### config.mk
export PLATFORM = sky130hd
export DESIGN_NAME = drc_reset_control
export DESIGN_NICKNAME = d
export VERILOG_FILES = /design/src/logic/drc_pkg.sv /design/src/logic/drc_reset_control.sv
export SDC_FILE = /design/constraint.sdc
export NUM_CORES = 1
export LEC_CHECK = 0
export ABC_AREA = 1
export BUFFER_PORTS_ARGS = -buffer_cell sky130_fd_sc_hd__buf_2
export CAP_MARGIN = 20
export CORE_UTILIZATION = 35
export CTS_CLUSTER_SIZE = 24
export DETAILED_ROUTE_END_ITERATION = 12
export SETUP_SLACK_MARGIN = 0.5
export SKIP_LAST_GASP = 1
export SLEW_MARGIN = 10
export SYNTH_ARGS = -nofsm -noshare
export SYNTH_HDL_FRONTEND = slang
export SYNTH_SLANG_ARGS = --single-unit
### constraint.sdc
create_clock -name clock -period 2.5 [get_ports clock]
set_input_delay 0 -clock clock [delete_from_list [all_inputs] [get_ports clock]]
set_output_delay 0 -clock clock [all_outputs]
set_load 0.1 [all_outputs]
### src/logic/drc_pkg.sv
// shared constants and types for the converter reset and update control
package drc_pkg;
  localparam int DATA_W = 16;
  localparam int NCH = 4;
  localparam int WORD_W = 24;
  localparam int CMD_MSB = 23;
  localparam int CMD_LSB = 20;
  localparam int ADDR_MSB = 19;
  localparam int ADDR_LSB = 16;
  localparam int DATA_MSB = 15;
  localparam int BITCNT_W = 5;
  localparam logic [4:0] WORD_BITS = 5'h18;
  localparam logic [3:0] CMD_NOP = 4'h0;
  localparam logic [3:0] CMD_WR_IN = 4'h1;
  localparam logic [3:0] CMD_UPD = 4'h2;
  localparam logic [3:0] CMD_WR_UPD = 4'h3;
  localparam logic [3:0] CMD_PDOWN = 4'h4;
  localparam logic [3:0] CMD_LMASK = 4'h5;
  localparam logic [3:0] CMD_SWRST = 4'h6;
  // least clear pulse width and its count at 25 MHz
  localparam int CLR_MIN_NS = 30;
  localparam int CLK_PERIOD_NS = 40;
  localparam int CLR_MIN_CYC = (CLR_MIN_NS + CLK_PERIOD_NS - 1) / CLK_PERIOD_NS;
  localparam logic [DATA_W-1:0] ZERO_CODE = 16'h0000;
  localparam logic [DATA_W-1:0] MID_CODE = 16'h8000;

  typedef enum logic [1:0] {
    ST_UNINIT = 2'b00,
    ST_RUN    = 2'b01,
    ST_CLEAR  = 2'b10
  } drc_state_e;

  // synchronised link pins
  typedef struct packed {
    logic sclk;
    logic sdin;
    logic frameN;
  } drc_link_s;

  typedef struct packed {
    logic [2:0] sclk;
    logic [2:0] sdin;
    logic [2:0] frameN;
    logic [2:0] clearN;
    logic [2:0] loadN;
    logic [1:0] levelSel;
  } drc_sync_s;
endpackage : drc_pkg

### src/logic/drc_reset_control.sv
// reset, clear-code and update control with 24-bit serial word intake
`timescale 1ns/1ns

module drc_reset_control
  import drc_pkg::*;
(
  input  wire logic                          clock,
  input  wire logic                          nrst,
  input  wire logic                          serialClk,
  input  wire logic                          serialData,
  input  wire logic                          frameSelN,
  input  wire logic                          clearN,
  input  wire logic                          load_update_n,
  input  wire logic                          clear_level_select,
  output logic [drc_pkg::NCH-1:0][drc_pkg::DATA_W-1:0] channel_output,
  output logic                               initDone,
  output logic                               wordStrobe
);
  import drc_pkg::*;

  // ------------------------------------------------------------
  // state
  // ------------------------------------------------------------
  typedef struct packed {
    drc_sync_s                          sync;
    drc_state_e                         state;
    logic [WORD_W-1:0]                  shift;
    logic [BITCNT_W-1:0]                bitCnt;
    logic [NCH-1:0][DATA_W-1:0]         inReg;
    logic [NCH-1:0][DATA_W-1:0]         outReg;
    logic [NCH-1:0]                     ldMask;
    logic [DATA_W-1:0]                  porCode;
    logic                               strobe;
    // registered copy of "left uninit" so the port comes from a flop
    logic                               ready;
  } drc_state_s;

  drc_state_s stQ;
  drc_state_s stD;

  // only the second and third stages feed logic
  drc_link_s  link;
  drc_link_s  linkPrev;
  logic       clrLow;
  logic       loadLow;
  logic       loadFall;
  logic       frameRise;
  logic       sclkRise;
  logic       wordOk;
  logic [3:0] cmd;
  logic [3:0] addr;
  logic [DATA_W-1:0] dataField;
  logic [DATA_W-1:0] selCode;

  assign link      = '{sclk: stQ.sync.sclk[1], sdin: stQ.sync.sdin[1],
                       frameN: stQ.sync.frameN[1]};
  assign linkPrev  = '{sclk: stQ.sync.sclk[2], sdin: stQ.sync.sdin[2],
                       frameN: stQ.sync.frameN[2]};
  assign clrLow    = ~stQ.sync.clearN[1];
  assign loadLow   = ~stQ.sync.loadN[1];
  assign loadFall  = stQ.sync.loadN[2] & ~stQ.sync.loadN[1];
  assign sclkRise  = link.sclk & ~linkPrev.sclk;
  assign frameRise = link.frameN & ~linkPrev.frameN;
  // word valid only with exactly 24 bits
  assign wordOk    = frameRise && (stQ.bitCnt == WORD_BITS);
  assign cmd       = stQ.shift[CMD_MSB:CMD_LSB];
  assign addr      = stQ.shift[ADDR_MSB:ADDR_LSB];
  assign dataField = stQ.shift[DATA_MSB:0];
  assign selCode   = stQ.sync.levelSel[1] ? MID_CODE : ZERO_CODE;

  // ------------------------------------------------------------
  // next state
  // ------------------------------------------------------------
  always_comb begin
    stD = stQ;
    stD.strobe = 1'b0;
    stD.sync.sclk     = {stQ.sync.sclk[1:0], serialClk};
    stD.sync.sdin     = {stQ.sync.sdin[1:0], serialData};
    stD.sync.frameN   = {stQ.sync.frameN[1:0], frameSelN};
    stD.sync.clearN   = {stQ.sync.clearN[1:0], clearN};
    stD.sync.loadN    = {stQ.sync.loadN[1:0], load_update_n};
    stD.sync.levelSel = {stQ.sync.levelSel[0], clear_level_select};

    // serial shift, counting saturates at 31
    if (link.frameN) begin
      stD.bitCnt = '0;
    end else if (sclkRise) begin
      stD.shift = {stQ.shift[WORD_W-2:0], link.sdin};
      if (stQ.bitCnt != 5'h1F) begin
        stD.bitCnt = stQ.bitCnt + 5'h01;
      end
    end

    case (stQ.state)
      ST_UNINIT: begin
        // wait for clear release before init
        if (!clrLow) begin
          stD.porCode = selCode;
          for (int i = 0; i < NCH; i++) begin
            stD.inReg[i]  = selCode;
            stD.outReg[i] = selCode;
          end
          stD.ldMask = '0;
          stD.state  = ST_RUN;
        end
      end
      ST_RUN: begin
        if (clrLow) begin
          for (int i = 0; i < NCH; i++) begin
            stD.outReg[i] = selCode;
          end
          stD.state = ST_CLEAR;
        end else begin
          if (wordOk) begin
            stD.strobe = 1'b1;
            case (cmd)
              CMD_WR_IN, CMD_WR_UPD: begin
                for (int i = 0; i < NCH; i++) begin
                  if (addr[i]) begin
                    stD.inReg[i] = dataField;
                    // output moves on write-and-update, or on plain write with load held low
                    if (cmd == CMD_WR_UPD || loadLow) begin
                      stD.outReg[i] = dataField;
                    end
                  end
                end
              end
              CMD_UPD: begin
                for (int i = 0; i < NCH; i++) begin
                  if (addr[i]) begin
                    stD.outReg[i] = stQ.inReg[i];
                  end
                end
              end
              CMD_LMASK: begin
                stD.ldMask = stQ.shift[NCH-1:0];
              end
              CMD_SWRST: begin
                for (int i = 0; i < NCH; i++) begin
                  stD.inReg[i]  = stQ.porCode;
                  stD.outReg[i] = stQ.porCode;
                end
                stD.ldMask = '0;
              end
              default: begin
              end
            endcase
          end else if (loadFall) begin
            for (int i = 0; i < NCH; i++) begin
              if (!stQ.ldMask[i]) begin
                stD.outReg[i] = stQ.inReg[i];
              end
            end
          end
        end
      end
      ST_CLEAR: begin
        for (int i = 0; i < NCH; i++) begin
          stD.outReg[i] = selCode;
        end
        if (!clrLow) begin
          stD.state = ST_RUN;
        end
      end
      default: begin
        stD.state = ST_UNINIT;
      end
    endcase
    stD.ready = (stD.state != ST_UNINIT);
  end

  // ------------------------------------------------------------
  // registers
  // ------------------------------------------------------------
  // load-update ignored: reset state holds no edge history
  always_ff @(posedge clock or negedge nrst) begin
    if (!nrst) begin
      stQ <= '{sync: '{sclk: 3'h0, sdin: 3'h0, frameN: 3'h7, clearN: 3'h0,
                      loadN: 3'h7, levelSel: 2'h0},
               state: ST_UNINIT, shift: '0, bitCnt: '0, inReg: '0,
               outReg: '0, ldMask: '0, porCode: '0, strobe: 1'b0,
               ready: 1'b0};
    end else begin
      stQ <= stD;
    end
  end

  assign channel_output = stQ.outReg;
  assign initDone       = stQ.ready;
  assign wordStrobe     = stQ.strobe;
endmodule : drc_reset_control

# After elaboration in Yosys (flattened, before gate mapping)
# Index checks and enable logic that the tools add are counted.
[classes]
n_addsub = 1
eq_ne = 33
mux = 41
n_bitwise = 7
n_reduce_logical = 22
[op_table]
columns = ["cell", "n"]
rows = [
  ["64-bit one-hot mux with 3 select lines", 2],
  ["64-bit two-way mux", 5],
  ["16-bit two-way mux", 18],
  ["64-bit one-hot mux with 2 select lines", 2],
  ["148-bit two-way mux", 1],
  ["5-bit != test, second input constant", 10],
  ["8-bit AND reduction", 4],
  ["6-bit AND reduction", 4],
  ["4-bit != test, second input constant", 5],
  ["4-bit one-hot mux with 2 select lines", 2],
  ["5-bit two-way mux", 3],
  ["3-bit != test, second input constant", 4],
  ["4-bit by 2-bit equality test with 1-bit output, second input constant", 2],
  ["4-bit by 3-bit equality test with 1-bit output, second input constant", 2],
  ["4-bit two-way mux", 2],
  ["2-bit nonzero test", 4],
  ["2-bit != test, second input constant", 3],
  ["3-bit by 1-bit != test with 1-bit output, second input constant", 2],
  ["6-bit by 3-bit != test with 1-bit output, second input constant", 1],
  ["2-bit AND reduction", 3],
  ["5-bit by 1-bit adder with 5-bit output, second input constant", 1],
  ["5-bit equality test, second input constant", 1],
  ["5-bit AND reduction", 1],
  ["4-bit by 1-bit equality test with 1-bit output, second input constant", 1],
  ["other kinds (12)", 21],
]
[totals]
regBits = 196
in_bits = 8
word_cells = 125

# Longest topological paths before layout
[logic_depth]
word_depth = 8
mapped_depth = 13
mapped_depth_nobuf = 12

# Worst setup path before layout
# No wires, ideal clock.
[synth_timing]
path_kind = "reg-to-reg"
from = "reg stQ[180] in the netlist's numbering"
to = "reg stQ (netlist bit channel_output[10])"
setup_ns = 0.117
t_arrival_ns = 1.668
setup_slack_ns = 0.715
stages_incl_launch_ff = 12
synth_period_minus_slack_ns = 1.785
path_cell_list = "dfrtp_1 inv_1 ha_1 nand2_1 inv_1 nand3_1 nand2_1 nor2_8 nand2_4 buf_6 nand2_1 o21ai_2"
[synth_between]
elab_chain_len = 3
word_cells_on_any_way = 13
classes_between = "9 x eq/ne; 1 x mux; 3 x reduce/logical"
[synth_rtl]
columns = ["item", "line", "rtl"]
rows = [
  ["start: declaration", "drc_reset_control.sv:38", "drc_state_s stQ;"],
  ["start signal: assignment", "drc_reset_control.sv:178", "stQ <= '{sync: '{sclk: 3'h0, sdin: 3'h0, frameN: 3'h7, clearN: 3'h0,"],
  ["start signal: assignment", "drc_reset_control.sv:184", "stQ <= stD;"],
  ["2-bit by 1-bit equality test with 1-bit output (tied with other cells)", "drc_reset_control.sv:94", "case (stQ.state)"],
  ["6-bit by 3-bit != test with 1-bit output (no line) (tied with other cells)", "--", ""],
  ["8-bit AND reduction (no line)", "--", ""],
]
# Parallel ways exist; a longest one is shown, timed or not.
# A chain may end at the register's enable or synchronous reset.

# Worst setup path in the final report
[layout_timing]
from = "reg stQ[150] in the netlist's numbering"
to = "reg stQ (netlist bit channel_output[53])"
[layout_between]
elab_chain_len = 5
word_cells_on_any_way = 12
classes_between = "7 x eq/ne; 3 x mux; 2 x reduce/logical"
[layout_rtl]
columns = ["item", "line", "rtl"]
rows = [
  ["5-bit equality test *", "drc_reset_control.sv:65", "assign wordOk = frameRise && (stQ.bitCnt == WORD_BITS);"],
  ["1-bit logical AND *", "drc_reset_control.sv:65", ""],
  ["64-bit two-way mux", "drc_reset_control.sv:114", "if (wordOk) begin"],
  ["64-bit two-way mux", "drc_reset_control.sv:108", "if (clrLow) begin"],
  ["64-bit one-hot mux with 3 select lines", "drc_reset_control.sv:94", ""],
]
# Every way passes the cells marked *; elsewhere a longest branch is shown, timed or not.

==> flow_summary_export.csv <==
group,metric,value,unit
detailed_routing,drtIter0Drc,511,
clock_tree,clk_pin_slew_worst_paths,0.07,ns
min_path,hold_class,"input pin to asynchronous set/reset pin",
global_routing,overflow,0,
synth,synth_seq_cells,181,
sta,tightest_slew,0.560,ns
setup_path,path_depth,13,
global_routing,grt_pass1_vias,6384,
synth,syn_inst,1008,
floorplan,start_util,35.9,%
sta,slew_headroom,62.5,%
floorplan,coreArea,0.0245,mm2
floorplan,die_w,160,um
sta,min_period,2.02,ns
pwr,power.density,1130,mW/mm2
clock_tree,cts_buffers,17,
synth,synth_common_cells,"267 x nand2_1, 175 x dfrtp_1, 137 x o21ai_0, 97 x inv_1, 66 x buf_4",
synth,syn_avg_cell_area,8.71,um2
synth,yosys.area.top_type_share,49.9,%
synth,synth_seq_area_share,51.7,%
cells_and_area,fill_cells,2398,
synth,synth-warning-count,0,
pwr,leakagePower,4.85,nW
setup_path,path_delay_family,"simple AND/OR/NAND/NOR gates",
floorplan,die_h,160,um
setup_path,crit_required,2.83,ns
sta,layout_setup_ws,0.475,ns
placed_design,gp_congestion,0.864,
synth,synthArstFlopShare,100,%
detailed_routing,via_count,6619,
synth,yosysTopAreaCell,"dfrtp_1",
detailed_routing,drc,0,
sta,max_freq,0.494,GHz
sta,finalHoldViolCount,0,
setup_path,path_cells,"inv_2 -> ha_4 -> nand2_2 -> nor2_4 -> nand2_8 -> nand3_4 -> nand2_4 -> nor2_8 -> buf_12 -> nand2_8 -> clkbuf_16 -> nand2_2 -> o21ai_2",
synth,synth-edff-count,0,
detailed_routing,finalWirelength,22900,um
cells_and_area,final_layout_size_suffix_gt1_share,28.7,%
synth,synth_nets,1023,
sta,period_share,81.0,%
setup_path,path_class,"register to register",
clock_tree,clock_path_buffers,2,
synth,yosysMostFrequentCell,"nand2_1",
pwr,ir_worst_vdd,0.000473,V
detailed_routing,dr.pass1.iters,5,
placed_design,pre_cts_ws,0.170,ns
synth,synthTopCellsByArea,"dfrtp_1 50%, nand2_1 11%, o21ai_0 7.8%, o21ai_2 6.1%, buf_4 5.6%",
clock_tree,cts_tree,"done",
global_routing,grt_pass1_wl,36000,um
detailed_routing,drtAntennaViolNets,0,
setup_path,r2r-end,"channel_output[53]$_DFFE_PN0P_",
synth,synth_ff_type,"dfrtp_1",
setup_path,crit_path_top_delay_cell,"dfrtp_1",
sta,rsz0062_at_grt,"yes",
placed_design,dp_cells,1313,
run,drv_cap,0,
floorplan,ios,74,
setup_path,cpPeakStageDelay,0.40,ns
cells_and_area,stdcell_count,1381,
setup_path,r2r_cells,13,
sta,setup_viol,0,
setup_path,reg2reg_slack,0.48,ns
synth,syn_area,0.00877,mm2
clock_tree,ctsRootBufferMaster,"clkbuf_16",
floorplan,rows,57,
setup_path,worst_r2r_startpoint,"stQ[150]$_DFFE_PN0P_",
setup_path,worstPathArrival,2.35,ns
run_status,status,"complete, no violations",
placed_design,numPortBuffers,73,
synth,synthDistinctLibCells,30,
sta,finClkSkew,0.0105,ns
clock_tree,clock-sinks,181,
detailed_routing,via_per_inst,4.79,
detailed_routing,wl_per_cell,16.5,um
cells_and_area,area_growth,19.6,%
setup_path,crit_fanout,7,
cells_and_area,antenna_cells,0,
pwr,total_power,11.9,mW
global_routing,grt_start_max_net_pins,60,
global_routing,grtUsageTotal,18.2,%
floorplan,die_area,0.0257,mm2
clock_tree,cts_max_level,4,
setup_path,cp-end-kind,"register",
setup_path,cp.buffers_inverters,3,
cells_and_area,layout.nets,1059,
clock_tree,clock_latency,0.44,ns
sta,drv_slew,0,
sta,finalSetupTns,0,ns
placed_design,hpwl,14500,um
global_routing,antenna_found_initial,0,
setup_path,critPathLaunchType,"register",
[stage by stage]
stage | hold slack, ns | area [um2] | utilization [%]
6_report | 0.0714 | 10500 | 42.9
5_1_grt | 0.119 | 10500 | 42.9
4_1_cts | 0.0817 | 10000 | 40.9
3_5_place_dp | -0.0216 | 9000 | 36.8
3_3_place_gp | -0.0207 | 9000 | 36.8
2_1_floorplan | -0.296 | 8770 | -
[how the worst max path moves through the flow]
| stage | start | endpoint | slack [ns] |
|---|---|---|---|
| finish | stQ[150]$_DFFE_PN0P_ | channel_output[53]$_DFFE_PN0P_ | 0.48 |
| global route | stQ[151]$_DFFE_PN0P_ | channel_output[55]$_DFFE_PN0P_ | 0.39 |
| CTS | stQ[150]$_DFFE_PN0P_ | channel_output[58]$_DFFE_PN0P_ | 0.47 |
| detailed placement | stQ[180]$_DFF_PN0_ | channel_output[31]$_DFFE_PN0P_ | 0.17 |
| global placement | stQ[180]$_DFF_PN0_ | channel_output[47]$_DFFE_PN0P_ | 0.18 |
| floorplan | stQ[180]$_DFF_PN0_ | channel_output[10]$_DFFE_PN0P_ | 0.72 |
[power by group]
group	internal, mW	switching (mW)
Sequential	3.62	0.465
Combinational	1.51	3.27
Clock	1.78	1.21
[metal layers]
metal	global-route usage [%]	up-vias	wire length (um)
met1	25.1	3153	10300
li1	-	3235	-
met2	28.8	207	10800
met3	3.51	24	1310
met4	5.58	0	424
met5	0	-	0
[cells in the final DEF, fill, tap and decap left out, types with 3 or more instances in the layout]
cell type	n
o21ai_1	16
nand3_2	14
buf_6	3
dlygate4sd3_1	7
dfstp_2	6
nor2_4	9
nand2_1	243
nor3_1	3
nor2_2	6
dfrtp_1	174
buf_4	20
a21oi_1	29
o21ai_2	62
bufinv_16	4
nand2_4	4
clkbuf_16	20
inv_6	4
buf_2	72
inv_2	4
nand2_2	27
clkbuf_8	3
nand3_1	22
inv_1	94
nand2_8	8
nor2_1	27
ha_1	5
buf_12	15
o21ai_0	129
[layout make-up]
cell class | count | area [um2] | share of cell area, %
flip-flops and latches | 181 | 4540 | 43.3
multi-input cells | 621 | 3480 | 33.2
repair buffers | 121 | 1020 | 9.70
clock buffers | 21 | 470 | 4.48
well taps | 324 | 405 | 3.86
inverters | 102 | 399 | 3.80
clock inverters | 11 | 183 | 1.74
[sequential cells by signal (all words and copies together) (netlist names)]
signal,cells
stQ,78
channel_output,64
dataField,16
stD,8
addr,4
cmd,4
link,3
linkPrev,2
initDone,1
wordStrobe,1
[timing repair]
action	4_1_cts	5_1_grt
resized for setup	33	75
cloned	5	5
hold buffers	7	0
buffers inserted	6	13
endpoints found under the hold margin	162	0
setup endpoints to repair	126	130
pin swaps	5	19
[kinds of logic (layout without fill, tap and decap cells)]
| family | Yosys count | after routing | synth area share, % |
|---|---|---|---|
| and+or+nand+nor | 366 | 372 | 17.6 |
| AOI/OAI and AO/OA | 241 | 241 | 16.4 |
| buffers and inverters | 212 | 255 | 13.2 |
| DFF | 181 | 181 | 51.7 |
| adders and majority gates | 7 | 7 | 0.998 |
| muxes | 1 | 1 | 0.128 |
No activity file was read; power rests on OpenSTA's default activity.
